## src/inc/rfi_regs.svh

```systemverilog
/*
 * Register offsets, reset values and timing counts of the regulator fault
 * and interrupt logic. Assumes a 40 MHz block clock and an I2C target port.
 */
`ifndef RFI_REGS_SVH
`define RFI_REGS_SVH

// -----------------------------------------------------------------------
// Bus target identity and register map
// -----------------------------------------------------------------------
`define RFI_DEV_ADDR 7'h08
`define RFI_NUM_GROUPS 10
`define RFI_LATCH_BASE 8'h00
`define RFI_MASK_BASE 8'h10
`define RFI_LIVE_BASE 8'h20
`define RFI_SUMMARY_OFF 8'h30
`define RFI_BUCK_CURLIM_SKIP_OFF 8'h40
`define RFI_LINEAR_CURLIM_SKIP_OFF 8'h41
`define RFI_BUCK_UNDERVOLT_SKIP_OFF 8'h42
`define RFI_LINEAR_UNDERVOLT_SKIP_OFF 8'h43
`define RFI_BUCK_OVERVOLT_SKIP_OFF 8'h44
`define RFI_LINEAR_OVERVOLT_SKIP_OFF 8'h45
`define RFI_SEQ_STATUS_OFF 8'h48

// -----------------------------------------------------------------------
// Field positions and reset values
// -----------------------------------------------------------------------
`define RFI_EARLY_WARN_BIT 7
`define RFI_MASK_RESET 8'h00
`define RFI_LATCH_RESET 8'h00

// -----------------------------------------------------------------------
// Timing
// -----------------------------------------------------------------------
`define RFI_CLK_PERIOD_NS 25
`define RFI_HOLD_WIN_NS 2000000
`define RFI_HOLD_CYCLES (`RFI_HOLD_WIN_NS / `RFI_CLK_PERIOD_NS)

`endif

```

## src/inc/rfi_pkg.sv

```systemverilog
/*
 * Types shared by the regulator fault and interrupt logic and its bench.
 * Assumes seven buck and four linear regulators.
 */
`default_nettype none

package rfi_pkg;

	// One bit per regulator, bucks and linears apart.
	typedef struct packed {
		logic [6:0] buck;
		logic [3:0] linear;
	} rfi_rail_s;

	// Current limit, undervoltage and overvoltage per regulator.
	typedef struct packed {
		rfi_rail_s curlim;
		rfi_rail_s undervolt;
		rfi_rail_s overvolt;
	} rfi_fault_s;

	typedef enum logic [1:0] {SEQ_WAIT, SEQ_HOLD, SEQ_RUN, SEQ_ABORT} rfi_seq_e;

	typedef enum logic [2:0] {I2C_IDLE, I2C_ADDR, I2C_PTR, I2C_WDATA, I2C_RDATA} rfi_i2c_e;

	typedef logic [7:0] rfi_byte_t;

endpackage : rfi_pkg

`default_nettype wire

```

## src/hdl/rfi_top.sv

```systemverilog
/*
 * Regulator fault bypass, host reset gating at power up and two-level
 * interrupt aggregation, with an I2C register target.
 * Assumes all event and monitor inputs come from logic on clk; only the
 * I2C pins are asynchronous and are synchronised here.
 */
`include "rfi_regs.svh"
`timescale 1ns/1ps
`default_nettype none

module rfi_top #(
	parameter int unsigned HOLD_CYCLES = `RFI_HOLD_CYCLES
) (
	// Clock and reset
	input wire logic clk,
	input wire logic reset,
	// I2C target pins
	input wire logic i2c_scl_in,
	input wire logic i2c_sda_in,
	output logic i2c_sda_out,
	output logic i2c_sda_oe_n,
	// One-time-programmable configuration
	input wire rfi_pkg::rfi_fault_s otp_skip,
	input wire logic startup_pg_gate_cfg,
	// Regulator state and monitors
	input wire rfi_pkg::rfi_rail_s rail_enabled,
	input wire rfi_pkg::rfi_rail_s rail_blank_done,
	input wire rfi_pkg::rfi_rail_s internal_power_ok,
	input wire rfi_pkg::rfi_fault_s fault_raw,
	// Other interrupt sources
	input wire logic [7:0] status_evt,
	input wire logic [7:0] thermal_evt,
	input wire logic [7:0] mode_evt,
	input wire logic [7:0] button_evt,
	input wire logic early_warn_evt,
	// Power-up sequencer
	input wire logic seq_at_reset_slot,
	output logic host_reset_out_n,
	output logic seq_hold,
	output logic seq_abort,
	output rfi_pkg::rfi_rail_s abort_off,
	// Protection and pins
	output rfi_pkg::rfi_fault_s rail_protect,
	output logic power_good_pin,
	output logic irq_out_n
);

	// ---------------------------------------------------------------
	// Helpers
	// ---------------------------------------------------------------
	// Bits of each group that have a live view; others read zero.
	function automatic rfi_pkg::rfi_byte_t live_mask(input int g);
		unique case (g)
			0: live_mask = 8'h07;
			2: live_mask = 8'h00;
			9: live_mask = 8'h81;
			default: live_mask = 8'hff;
		endcase
	endfunction : live_mask

	// True when an unmasked latch is set in the group.
	function automatic logic pending(input rfi_pkg::rfi_byte_t l, input rfi_pkg::rfi_byte_t m);
		pending = |(l & ~m);
	endfunction : pending

	// ---------------------------------------------------------------
	// State
	// ---------------------------------------------------------------
	rfi_pkg::rfi_byte_t latch_reg [`RFI_NUM_GROUPS], mask_reg [`RFI_NUM_GROUPS];
	rfi_pkg::rfi_byte_t evt_d_reg [`RFI_NUM_GROUPS], evt_raw [`RFI_NUM_GROUPS];
	rfi_pkg::rfi_byte_t evt_q [`RFI_NUM_GROUPS];
	rfi_pkg::rfi_fault_s skip_reg, fault_q, protect_next;
	logic load_pend_reg, cfg_reg, ewarn_reg, ewarn_d_reg, host_rst_n_reg, all_ok;
	logic [7:0] summary_reg, sum_next;
	rfi_pkg::rfi_seq_e seq_reg;
	logic [16:0] hold_cnt_reg;
	// I2C
	logic scl_m_reg, scl_s_reg, scl_d_reg;
	logic sda_m_reg, sda_s_reg, sda_d_reg;
	logic scl_rise, scl_fall, i2c_start, i2c_stop;
	rfi_pkg::rfi_i2c_e i2c_reg;
	logic [3:0] bit_cnt_reg;
	logic ack_reg, rw_oe_n_reg, wr_stb_reg;
	rfi_pkg::rfi_byte_t shift_reg, ptr_reg, rd_data, wr_addr_reg, wr_data_reg;

	// ---------------------------------------------------------------
	// Fault qualification
	// ---------------------------------------------------------------
	// Voltage monitors are blind until host reset is released and the
	// regulator's blanking is over; current limit counts once enabled.
	always_comb begin
		fault_q.curlim = fault_raw.curlim & rail_enabled;
		fault_q.undervolt = fault_raw.undervolt & rail_enabled & rail_blank_done
			& {11{host_rst_n_reg}};
		fault_q.overvolt = fault_raw.overvolt & rail_enabled & rail_blank_done
			& {11{host_rst_n_reg}};
		protect_next = fault_q & ~skip_reg;
	end

	// Protection requests go to the counter, timer and disable logic;
	// only unbypassed voltage faults pull the power-good pin low.
	always_ff @(posedge clk) begin
		if (reset) begin
			rail_protect <= '0;
			power_good_pin <= 1'b0;
		end else begin
			rail_protect <= protect_next;
			power_good_pin <= ~|{protect_next.undervolt, protect_next.overvolt};
		end
	end

	// ---------------------------------------------------------------
	// Configuration load
	// ---------------------------------------------------------------
	// OTP defaults are taken on the first clock after reset, so the
	// skip bits never depend on a port during reset itself.
	always_ff @(posedge clk) begin
		if (reset) begin
			load_pend_reg <= 1'b1;
			cfg_reg <= 1'b0;
			skip_reg <= '0;
		end else if (load_pend_reg) begin
			load_pend_reg <= 1'b0;
			cfg_reg <= startup_pg_gate_cfg;
			skip_reg <= otp_skip;
		end else if (wr_stb_reg) begin
			unique case (wr_addr_reg)
				`RFI_BUCK_CURLIM_SKIP_OFF: skip_reg.curlim.buck <= wr_data_reg[6:0];
				`RFI_LINEAR_CURLIM_SKIP_OFF: skip_reg.curlim.linear <= wr_data_reg[3:0];
				`RFI_BUCK_UNDERVOLT_SKIP_OFF: skip_reg.undervolt.buck <= wr_data_reg[6:0];
				`RFI_LINEAR_UNDERVOLT_SKIP_OFF: skip_reg.undervolt.linear <= wr_data_reg[3:0];
				`RFI_BUCK_OVERVOLT_SKIP_OFF: skip_reg.overvolt.buck <= wr_data_reg[6:0];
				`RFI_LINEAR_OVERVOLT_SKIP_OFF: skip_reg.overvolt.linear <= wr_data_reg[3:0];
				default: ;
			endcase
		end
	end

	// ---------------------------------------------------------------
	// Power-up reset gating
	// ---------------------------------------------------------------
	assign all_ok = &(internal_power_ok | ~rail_enabled);

	// The sequencer waits for the release slot, then either releases at
	// once, or holds for the window and aborts if power never comes good.
	always_ff @(posedge clk) begin
		if (reset) begin
			seq_reg <= rfi_pkg::SEQ_WAIT;
			hold_cnt_reg <= '0;
			host_rst_n_reg <= 1'b0;
			seq_abort <= 1'b0;
			seq_hold <= 1'b0;
			abort_off <= '0;
		end else begin
			unique case (seq_reg)
				rfi_pkg::SEQ_WAIT: begin
					if (seq_at_reset_slot && !load_pend_reg) begin
						if (!cfg_reg || all_ok) begin
							seq_reg <= rfi_pkg::SEQ_RUN;
							host_rst_n_reg <= 1'b1;
						end else begin
							seq_reg <= rfi_pkg::SEQ_HOLD;
							seq_hold <= 1'b1;
							hold_cnt_reg <= '0;
						end
					end
				end
				rfi_pkg::SEQ_HOLD: begin
					if (all_ok) begin
						seq_reg <= rfi_pkg::SEQ_RUN;
						host_rst_n_reg <= 1'b1;
						seq_hold <= 1'b0;
					end else if (hold_cnt_reg == 17'(HOLD_CYCLES - 1)) begin
						seq_reg <= rfi_pkg::SEQ_ABORT;
						seq_abort <= 1'b1;
						seq_hold <= 1'b0;
						abort_off <= rail_enabled;
					end else begin
						hold_cnt_reg <= hold_cnt_reg + 17'h00001;
					end
				end
				// Faults after release never pull the sequence back.
				rfi_pkg::SEQ_RUN: ;
				rfi_pkg::SEQ_ABORT: ;
			endcase
		end
	end

	assign host_reset_out_n = host_rst_n_reg;

	// ---------------------------------------------------------------
	// Interrupt sources
	// ---------------------------------------------------------------
	// Group order: status, thermal, mode, buck and linear current
	// limit, undervoltage, overvoltage, button.
	always_comb begin
		evt_raw[0] = status_evt;
		evt_raw[1] = thermal_evt;
		evt_raw[2] = mode_evt;
		evt_raw[3] = {1'b0, fault_raw.curlim.buck};
		evt_raw[4] = {4'h0, fault_raw.curlim.linear};
		evt_raw[5] = {1'b0, fault_raw.undervolt.buck};
		evt_raw[6] = {4'h0, fault_raw.undervolt.linear};
		evt_raw[7] = {1'b0, fault_raw.overvolt.buck};
		evt_raw[8] = {4'h0, fault_raw.overvolt.linear};
		evt_raw[9] = button_evt;
		// Latches take qualified faults, skipped or not.
		evt_q = evt_raw;
		evt_q[3] = {1'b0, fault_q.curlim.buck};
		evt_q[4] = {4'h0, fault_q.curlim.linear};
		evt_q[5] = {1'b0, fault_q.undervolt.buck};
		evt_q[6] = {4'h0, fault_q.undervolt.linear};
		evt_q[7] = {1'b0, fault_q.overvolt.buck};
		evt_q[8] = {4'h0, fault_q.overvolt.linear};
	end

	// Latches set on a rising source; a set in the clearing cycle wins.
	always_ff @(posedge clk) begin
		for (int g = 0; g < `RFI_NUM_GROUPS; g++) begin
			if (reset) begin
				latch_reg[g] <= `RFI_LATCH_RESET;
				evt_d_reg[g] <= 8'h00;
			end else begin
				evt_d_reg[g] <= evt_q[g];
				latch_reg[g] <= (latch_reg[g] & ~((wr_stb_reg
					&& wr_addr_reg == 8'(`RFI_LATCH_BASE + g)) ? wr_data_reg : 8'h00))
					| (evt_q[g] & ~evt_d_reg[g]);
			end
		end
	end

	// Mask registers are plain read-write.
	always_ff @(posedge clk) begin
		for (int g = 0; g < `RFI_NUM_GROUPS; g++) begin
			if (reset) begin
				mask_reg[g] <= `RFI_MASK_RESET;
			end else if (wr_stb_reg && wr_addr_reg == 8'(`RFI_MASK_BASE + g)) begin
				mask_reg[g] <= wr_data_reg;
			end
		end
	end

	// Early warning has no second level, so it latches in the summary
	// itself and is cleared by writing one to its summary bit.
	always_ff @(posedge clk) begin
		if (reset) begin
			ewarn_reg <= 1'b0;
			ewarn_d_reg <= 1'b0;
		end else begin
			ewarn_d_reg <= early_warn_evt;
			ewarn_reg <= (ewarn_reg & ~(wr_stb_reg && wr_addr_reg == `RFI_SUMMARY_OFF
				&& wr_data_reg[`RFI_EARLY_WARN_BIT])) | (early_warn_evt & ~ewarn_d_reg);
		end
	end

	// ---------------------------------------------------------------
	// Summary and interrupt pin
	// ---------------------------------------------------------------
	// Summary bits 0 to 6 are live from their groups' unmasked latches; bit 7 is the early warning latch.
	always_comb begin
		sum_next[0] = pending(latch_reg[0], mask_reg[0]);
		sum_next[1] = pending(latch_reg[1], mask_reg[1]);
		sum_next[2] = pending(latch_reg[2], mask_reg[2]);
		sum_next[3] = pending(latch_reg[3], mask_reg[3]) | pending(latch_reg[4], mask_reg[4]);
		sum_next[4] = pending(latch_reg[5], mask_reg[5]) | pending(latch_reg[6], mask_reg[6]);
		sum_next[5] = pending(latch_reg[7], mask_reg[7]) | pending(latch_reg[8], mask_reg[8]);
		sum_next[6] = pending(latch_reg[9], mask_reg[9]);
		sum_next[`RFI_EARLY_WARN_BIT] = ewarn_reg;
	end

	// Summary and pin register together, so software never sees a set
	// summary bit with the pin high or the reverse.
	always_ff @(posedge clk) begin
		if (reset) begin
			summary_reg <= 8'h00;
			irq_out_n <= 1'b1;
		end else begin
			summary_reg <= sum_next;
			irq_out_n <= ~|sum_next;
		end
	end

	// ---------------------------------------------------------------
	// Register read view
	// ---------------------------------------------------------------
	always_comb begin
		rd_data = 8'h00;
		for (int g = 0; g < `RFI_NUM_GROUPS; g++) begin
			if (ptr_reg == 8'(`RFI_LATCH_BASE + g)) rd_data = latch_reg[g];
			if (ptr_reg == 8'(`RFI_MASK_BASE + g)) rd_data = mask_reg[g];
			if (ptr_reg == 8'(`RFI_LIVE_BASE + g)) rd_data = evt_raw[g] & live_mask(g);
		end
		unique case (ptr_reg)
			`RFI_SUMMARY_OFF: rd_data = summary_reg;
			`RFI_BUCK_CURLIM_SKIP_OFF: rd_data = {1'b0, skip_reg.curlim.buck};
			`RFI_LINEAR_CURLIM_SKIP_OFF: rd_data = {4'h0, skip_reg.curlim.linear};
			`RFI_BUCK_UNDERVOLT_SKIP_OFF: rd_data = {1'b0, skip_reg.undervolt.buck};
			`RFI_LINEAR_UNDERVOLT_SKIP_OFF: rd_data = {4'h0, skip_reg.undervolt.linear};
			`RFI_BUCK_OVERVOLT_SKIP_OFF: rd_data = {1'b0, skip_reg.overvolt.buck};
			`RFI_LINEAR_OVERVOLT_SKIP_OFF: rd_data = {4'h0, skip_reg.overvolt.linear};
			`RFI_SEQ_STATUS_OFF: rd_data = {4'h0, cfg_reg, seq_abort, seq_hold, host_rst_n_reg};
			default: ;
		endcase
	end

	// ---------------------------------------------------------------
	// I2C target
	// ---------------------------------------------------------------
	// Two flops per pin, then a third stage for edge detection.
	always_ff @(posedge clk) begin
		if (reset) begin
			{scl_d_reg, scl_s_reg, scl_m_reg} <= 3'h7;
			{sda_d_reg, sda_s_reg, sda_m_reg} <= 3'h7;
		end else begin
			{scl_d_reg, scl_s_reg, scl_m_reg} <= {scl_s_reg, scl_m_reg, i2c_scl_in};
			{sda_d_reg, sda_s_reg, sda_m_reg} <= {sda_s_reg, sda_m_reg, i2c_sda_in};
		end
	end

	assign scl_rise = scl_s_reg & ~scl_d_reg;
	assign scl_fall = ~scl_s_reg & scl_d_reg;
	assign i2c_start = scl_s_reg & scl_d_reg & sda_d_reg & ~sda_s_reg;
	assign i2c_stop = scl_s_reg & scl_d_reg & ~sda_d_reg & sda_s_reg;
	assign i2c_sda_out = 1'b0;
	assign i2c_sda_oe_n = rw_oe_n_reg;

	// Byte engine: address, pointer, then write data or read data with
	// auto-increment. Data changes only after SCL falls, so the slow
	// synchroniser delay stays inside the low half of the clock.
	always_ff @(posedge clk) begin
		if (reset) begin
			i2c_reg <= rfi_pkg::I2C_IDLE;
			bit_cnt_reg <= 4'h0;
			ack_reg <= 1'b0;
			rw_oe_n_reg <= 1'b1;
			{shift_reg, ptr_reg, wr_addr_reg, wr_data_reg} <= 32'h0;
			wr_stb_reg <= 1'b0;
		end else begin
			wr_stb_reg <= 1'b0;
			if (i2c_start) begin
				i2c_reg <= rfi_pkg::I2C_ADDR;
				bit_cnt_reg <= 4'h0;
				ack_reg <= 1'b0;
				rw_oe_n_reg <= 1'b1;
			end else if (i2c_stop) begin
				i2c_reg <= rfi_pkg::I2C_IDLE;
				ack_reg <= 1'b0;
				rw_oe_n_reg <= 1'b1;
			end else if (i2c_reg != rfi_pkg::I2C_IDLE && scl_rise) begin
				if (!ack_reg) begin
					bit_cnt_reg <= bit_cnt_reg + 4'h1;
					shift_reg <= {shift_reg[6:0],
						(i2c_reg == rfi_pkg::I2C_RDATA) ? 1'b0 : sda_s_reg};
				end else if (i2c_reg == rfi_pkg::I2C_RDATA && sda_s_reg) begin
					i2c_reg <= rfi_pkg::I2C_IDLE; // Controller ended the read.
				end
			end else if (i2c_reg != rfi_pkg::I2C_IDLE && scl_fall) begin
				if (ack_reg) begin
					ack_reg <= 1'b0;
					bit_cnt_reg <= 4'h0;
					rw_oe_n_reg <= 1'b1;
					if (i2c_reg == rfi_pkg::I2C_RDATA) begin
						shift_reg <= rd_data;
						rw_oe_n_reg <= rd_data[7];
						ptr_reg <= ptr_reg + 8'h01;
					end
				end else if (bit_cnt_reg == 4'h8) begin
					ack_reg <= 1'b1;
					unique case (i2c_reg)
						rfi_pkg::I2C_ADDR: begin
							if (shift_reg[7:1] == `RFI_DEV_ADDR) begin
								rw_oe_n_reg <= 1'b0;
								i2c_reg <= shift_reg[0] ? rfi_pkg::I2C_RDATA : rfi_pkg::I2C_PTR;
							end else begin
								i2c_reg <= rfi_pkg::I2C_IDLE;
							end
						end
						rfi_pkg::I2C_PTR: begin
							ptr_reg <= shift_reg;
							rw_oe_n_reg <= 1'b0;
							i2c_reg <= rfi_pkg::I2C_WDATA;
						end
						rfi_pkg::I2C_WDATA: begin
							wr_stb_reg <= 1'b1;
							wr_addr_reg <= ptr_reg;
							wr_data_reg <= shift_reg;
							ptr_reg <= ptr_reg + 8'h01;
							rw_oe_n_reg <= 1'b0;
						end
						rfi_pkg::I2C_RDATA: rw_oe_n_reg <= 1'b1;
						rfi_pkg::I2C_IDLE: ;
					endcase
				end else if (i2c_reg == rfi_pkg::I2C_RDATA) begin
					rw_oe_n_reg <= shift_reg[7];
				end
			end
		end
	end

endmodule : rfi_top

`default_nettype wire

```

## config.mk

```make
export PLATFORM = sky130hd
export DESIGN_NAME = rfi_top
export DESIGN_NICKNAME = d
export VERILOG_FILES = /design/src/inc/rfi_pkg.sv /design/src/hdl/rfi_top.sv
export VERILOG_INCLUDE_DIRS = /design/src /design/src/inc
export SDC_FILE = /design/constraint.sdc
export NUM_CORES = 1
export LEC_CHECK = 0
export BUFFER_PORTS_ARGS = -buffer_cell sky130_fd_sc_hd__buf_2
export CORE_MARGIN = 2
export CORE_UTILIZATION = 35
export DETAILED_ROUTE_END_ITERATION = 10
export HOLD_SLACK_MARGIN = 0.15
export SYNTH_ARGS = -nofsm -noshare
export SYNTH_HDL_FRONTEND = slang
export SYNTH_SLANG_ARGS = --single-unit
```

## constraint.sdc

```tcl
create_clock -name clk -period 4.9 [get_ports clk]
set_input_delay 0.735 -clock clk [delete_from_list [all_inputs] [get_ports clk]]
set_output_delay 0.735 -clock clk [all_outputs]
set_load 0.03 [all_outputs]
```

==> impl_metrics.env, run 1 <==
export IMPL_setup_viol=0
export IMPL_synthArstFlopShare=0
export IMPL_setup_tns_ps=0
export IMPL_cts_tree="done"
export IMPL_hold_start="i2c_scl_in"
export IMPL_grt_pass1_wl_um=110000
export IMPL_dp_cells=2944
export IMPL_routed_wl_um=77310
export IMPL_die_area_um2=54640
export IMPL_first_pass_iters=6
export IMPL_antenna_found_initial=0
export IMPL_worst_slew_pin_slew_ps=1203
export IMPL_cp_end_kind="flip-flop"
export IMPL_required_ps=5410
export IMPL_htree_levels=2
export IMPL_worstRegToRegCells=9
export IMPL_clockBufferDepth=3
export IMPL_synth_top_area_frac=0.3316
export IMPL_vias_per_cell=5.746
export IMPL_cts_sinks=386
export IMPL_synth_edf_count=80
export IMPL_ys_flop_type="dfxtp_1"
export IMPL_chipHeight_um=233.8
export IMPL_synth_cells=2172
export IMPL_cts_buffers=45
export IMPL_synth_top_cell_by_area="dfxtp_1"
export IMPL_num_vias=17386
export IMPL_hold_viol=0
export IMPL_holdWs_ps=322.7
export IMPL_pin_count=189
export IMPL_power_density_nw_per_um2=341.9
export IMPL_coreArea_um2=52340
export IMPL_fin_util=0.4099
export IMPL_start_util=0.3530
export IMPL_cts_root_buf="clkbuf_16"
export IMPL_max_slew_margin=0.1943
export IMPL_syn2layout_area_growth_pct=16.12
export IMPL_skew_ps=27.02
export IMPL_synth_seq_cells=386
export IMPL_cts_setup_buffers=0
export IMPL_synth_seq_area_share=0.4616
export IMPL_port_buffers=187
export IMPL_fp_dieW_um=233.8
export IMPL_crit_start="ptr_reg[5]"
export IMPL_synthTopCellsByCount="nor2_1 (339), dfxtp_1 (306), nand2_1 (184), a21oi_1 (148), inv_1 (109)"
export IMPL_start_kind="flip-flop"
export IMPL_p_leak_nw=8.480
export IMPL_insertion_delay_ps=610
export IMPL_row_count=84
export IMPL_synth_cell_types=89
export IMPL_gp_congestion=1.016
export IMPL_outcome="finished, final reports clean"
export IMPL_ant_nets=0
export IMPL_post_dp_hpwl_um=58340
export IMPL_overflow=0
export IMPL_cts_hold_buffers_added=0
export IMPL_synth_area_top_cells="dfxtp_1 (33%), edfxtp_1 (13%), nor2_1 (6.9%), a21oi_1 (4.0%), nand2_1 (3.7%)"
export IMPL_max_freq_ghz=0.2770
export IMPL_first_iter_violations=2034
export IMPL_yosys_warnings=0
export IMPL_period_minus_slack_ps=3611
export IMPL_syn_nets=2317
export IMPL_drv_cap=0
export IMPL_min_period_over_period=0.7369
export IMPL_final_max_slew_violation_count=0
export IMPL_synthMostInstantiatedCell="nor2_1"
export IMPL_grt_max_degree=150
export IMPL_ctsResizeCount=0
export IMPL_r2r_end="i2c_sda_oe_n"
export IMPL_route_detailed_drc=0
export IMPL_finalNonFillerCells=3026
export IMPL_drive_gt1_frac=0.1514
export IMPL_antennaDiodeCount=0
export IMPL_wire_per_inst_um=25.55
export IMPL_worstPathArrival_ps=4120
export IMPL_grt_pass1_vias=16033
export IMPL_ff2ff_setup_slack_ps=1290
export IMPL_num_nets_final=2448
export IMPL_hp_class="input pin to flip-flop"
export IMPL_crit_fanout=24
export IMPL_path_clk_slew_ps=60
export IMPL_cp_endpoint="i2c_sda_oe_n"
export IMPL_path_class="flip-flop to flip-flop"
export IMPL_syn_avg_cell_area_um2=8.506
export IMPL_ir_worst_vdd_mv=0.2216
export IMPL_synthesis_area_um2=18480
export IMPL_grtUsageTotal=0.2764
export IMPL_rsz0062_at_grt="no"
export IMPL_r2r_start="ptr_reg[5]"
cell families (layout without fill, tap and decap cells):
logic type / Yosys count / after routing / synth area share
compound gates: 507 / 507 / 0.1821
flops: 386 / 386 / 0.4616
other cells: 1 / 1 / 0.0002030
buf+inv: 242 / 408 / 0.05411
fa+ha+maj: 7 / 7 / 0.004740
xor+xnor: 20 / 20 / 0.009481
simple gates: 939 / 939 / 0.2492
mux: 70 / 70 / 0.03853
final cells by class:
type                       count  area (um^2)
inverter                     110        412.9
clock buffer                  61         1309
tap                          688        860.8
timing repair buffer         216         1175
sequential                   386         8538
multi-input combinational   1544         8971
clock inverter                21        187.7
fill                        5334        30890
layout by cell type, fill, tap and decap left out, drive strengths merged, types with 53 or more instances in the layout:
cell type	instances
a21oi	148
dfxtp	306
o22ai	72
edfxtp	80
nand3	53
and2	90
nor2b	76
mux2i	61
o21ai	68
clkbuf	62
nor2	341
nand2	185
inv	116
buf	215
layer usage:
metal  wire, um  GRT usage
met1      32110     0.3664
met2      34530     0.4381
met3       6669    0.04754
met4       4007     0.1297
met5          0          0
report_power, final:
part | leakage, nW | switching [mW] | internal (mW)
Combinational | 4.47 | 0.281 | 0.164
Clock | 0.749 | 1.45 | 1.95
Sequential | 3.26 | 0.120 | 3.36
Total | 8.48 | 1.85 | 5.48
worst min path at each step:
stage	end	slack [ps]	cells after the start
2_1_floorplan	scl_s_reg	390	1
6_report	scl_m_reg	320	2
3_3_place_gp	sda_s_reg	400	1
3_5_place_dp	latch_reg[3][3]	400	1
4_1_cts	sda_m_reg	300	2
5_1_grt	sda_m_reg	320	2
through the flow:
stage	instance area [um^2]	power (mW)	setup slack (ps)
CTS	21450	7.366	1407
floorplan	18480	3.738	2371
detailed placement	19960	3.985	1434
finish	21450	7.335	1289
global placement	19960	3.977	1338
global route	21450	7.559	1181
critical path, cell delays in order (launching register included):
cell and delay, ps:
dfxtp_1 540, buf_4 350, nor4b_4 1060, buf_4 330, a21oi_1 60, nor2_1 120, a41oi_1 80, o41ai_2 420
a41oi_1 300, o31ai_1 250
Power figures use the tool's default switching activity.
==> run 2: changes to the inputs <==
==> constraint.sdc (replaced) <==
create_clock -name clk -period 3.4 [get_ports clk]
set_input_delay 0.51 -clock clk [delete_from_list [all_inputs] [get_ports clk]]
set_output_delay 0.51 -clock clk [all_outputs]
set_load 0.03 [all_outputs]
==> run 2 against run 1 <==
Net effect: clock-buffer cell count increased by 5; sequential cell count stayed put; fmax up 14%; non-clock buffer count grew 62; register-to-register slack got worse by 1100 ps; die area unchanged; sequential share of layout area shrank 0.94 points; power up 42%; design area increased by 2.4%; critical endpoint is now shift_reg[5]; largest cell class unchanged; highest routed layer unchanged.
==> impl_metrics.env, run 2 (same netlist as run 1, synthesis figures left out) <==
export IMPL_critical_path_max_stage_delay_ps=550
export IMPL_p_leak_nw=8.713
export IMPL_coreArea_um2=52340
export IMPL_gp_congestion=1.010
export IMPL_route_detailed_drc=0
export IMPL_htree_levels=2
export IMPL_die_area_um2=54640
export IMPL_grt_pass1_wl_um=111200
export IMPL_first_pass_iters=8
export IMPL_cts_root_buf="clkbuf_16"
export IMPL_fp_dieW_um=233.8
export IMPL_grtUsageTotal=0.2772
export IMPL_ff_latch_area_um2=8537
export IMPL_cts_buffers=45
export IMPL_holdWs_ps=166.3
export IMPL_chipHeight_um=233.8
export IMPL_cts_tree="done"
export IMPL_hp_class="input pin to flip-flop"
export IMPL_final_max_slew_violation_count=0
export IMPL_insertion_delay_ps=610
export IMPL_start_kind="flip-flop"
export IMPL_start_util=0.3530
export IMPL_required_ps=3830
export IMPL_first_iter_violations=2287
export IMPL_row_count=84
export IMPL_multi_input_area_um2=8981
export IMPL_setup_slack_ps=223.5
export IMPL_critPathTopFamily="compound AO/OA/AOI/OAI gates"
export IMPL_num_nets_final=2510
export IMPL_power_density_nw_per_um2=475.7
export IMPL_setup_tns_ps=0
export IMPL_finalNonFillerCells=3088
export IMPL_p_total_mw=10.45
export IMPL_hold_viol=0
export IMPL_num_vias=17778
export IMPL_routed_wl_um=77280
export IMPL_crit_fanout=7
export IMPL_antennaDiodeCount=0
export IMPL_max_slew_margin=0.1710
export IMPL_cts_sinks=386
export IMPL_period_minus_slack_ps=3177
export IMPL_path_clk_slew_ps=60
export IMPL_post_dp_hpwl_um=57920
export IMPL_pre_cts_ws_ps=57.45
export IMPL_syn2layout_area_growth_pct=18.90
export IMPL_final_common_cell="nor2_1"
export IMPL_rsz0062_at_grt="no"
export IMPL_clockBufferDepth=3
export IMPL_min_period_over_period=0.9343
export IMPL_ir_worst_vdd_mv=0.4871
export IMPL_crit_chain="inv_1 > ha_1 > or3b_2 > nor2_1 > o32ai_1 > o21ai_1 > o21ai_0 > a211oi_2 > o32ai_1"
export IMPL_worstPathArrival_ps=3600
export IMPL_outcome="finished, final reports clean"
export IMPL_setup_viol=0
export IMPL_path_class="flip-flop to flip-flop"
export IMPL_drive_gt1_frac=0.1579
export IMPL_worst_slew_pin_slew_ps=1233
export IMPL_dp_cells=2976
export IMPL_port_buffers=187
export IMPL_grt_pass1_vias=16515
export IMPL_path_buf_inv=1
export IMPL_antenna_found_initial=0
export IMPL_overflow=0
export IMPL_ant_nets=0
export IMPL_fillers=5186
export IMPL_crit_top_cell="o32ai_1"
export IMPL_pin_count=189
export IMPL_max_freq_ghz=0.3148
export IMPL_crit_slowest_cell="or3b_2"
export IMPL_grt_max_degree=154
export IMPL_skew_ps=52.40
export IMPL_wire_per_inst_um=25.03
export IMPL_drv_cap=0
export IMPL_cp_end_kind="flip-flop"
export IMPL_vias_per_cell=5.757
export IMPL_layout_common_cells="nor2_1 (339), dfxtp_1 (299), buf_2 (186)"
==> run 2: worst reg2reg max path, cell delays in order (launching register included) <==
cell and delay, ps:
dfxtp_1 360, inv_1 120, ha_1 240, or3b_2 550, nor2_1 260, o32ai_1 140
o21ai_1 370, o21ai_0 340, a211oi_2 500, o32ai_1 140
==> run 2: power breakdown <==
group          internal, mW  switching (mW)  leakage [nW]
registers              4.85           0.169          3.26
logic                 0.262           0.415          4.75
clock network          2.71            2.05         0.698
total                  7.82            2.63          8.71
==> run 2: area by class of cell <==
type	instances	share of cell area
Inverter	110	0.01880
Timing Repair Buffer	278	0.07866
Tap cell	688	0.03919
Clock buffer	66	0.05804
Multi-Input combinational cell	1544	0.4088
Clock inverter	16	0.007860
Sequential cell	386	0.3886
==> run 2: worst paths after layout <==
path | cells after the start | startpoint | endpoint | slack (ps)
min reg2reg | 1 | sda_m_reg | sda_s_reg | 410
max reg2reg | 9 | ptr_reg[0] | shift_reg[5] | 220
min | 2 | button_evt[6] | evt_d_reg[9][6] | 170
max | 9 | ptr_reg[0] | shift_reg[5] | 220
==> run 2: routing by layer <==
layer,global-route usage,wire [um],up-vias,part of all wire
li1,-,-,8075,-
met1,0.3631,32420,8559,0.42
met3,0.04742,6265,198,0.081
met5,0,0,-,0
met4,0.1400,3999,0,0.052
met2,0.4403,34600,946,0.45
==> run 2: what timing repair did <==
action,CTS,global route
resized for setup,0,2
setup buffers,0,0
endpoints found under the setup margin,0,1
hold buffers,30,0
hold endpoints to repair,30,0
==> run 2: stage by stage <==
step,utilization,area [um^2]
6_report,0.4197,21970
5_1_grt,0.4197,21970
4_1_cts,0.4196,21960
3_5_place_dp,0.3862,20210
3_3_place_gp,0.3861,20210
2_1_floorplan,-,18480
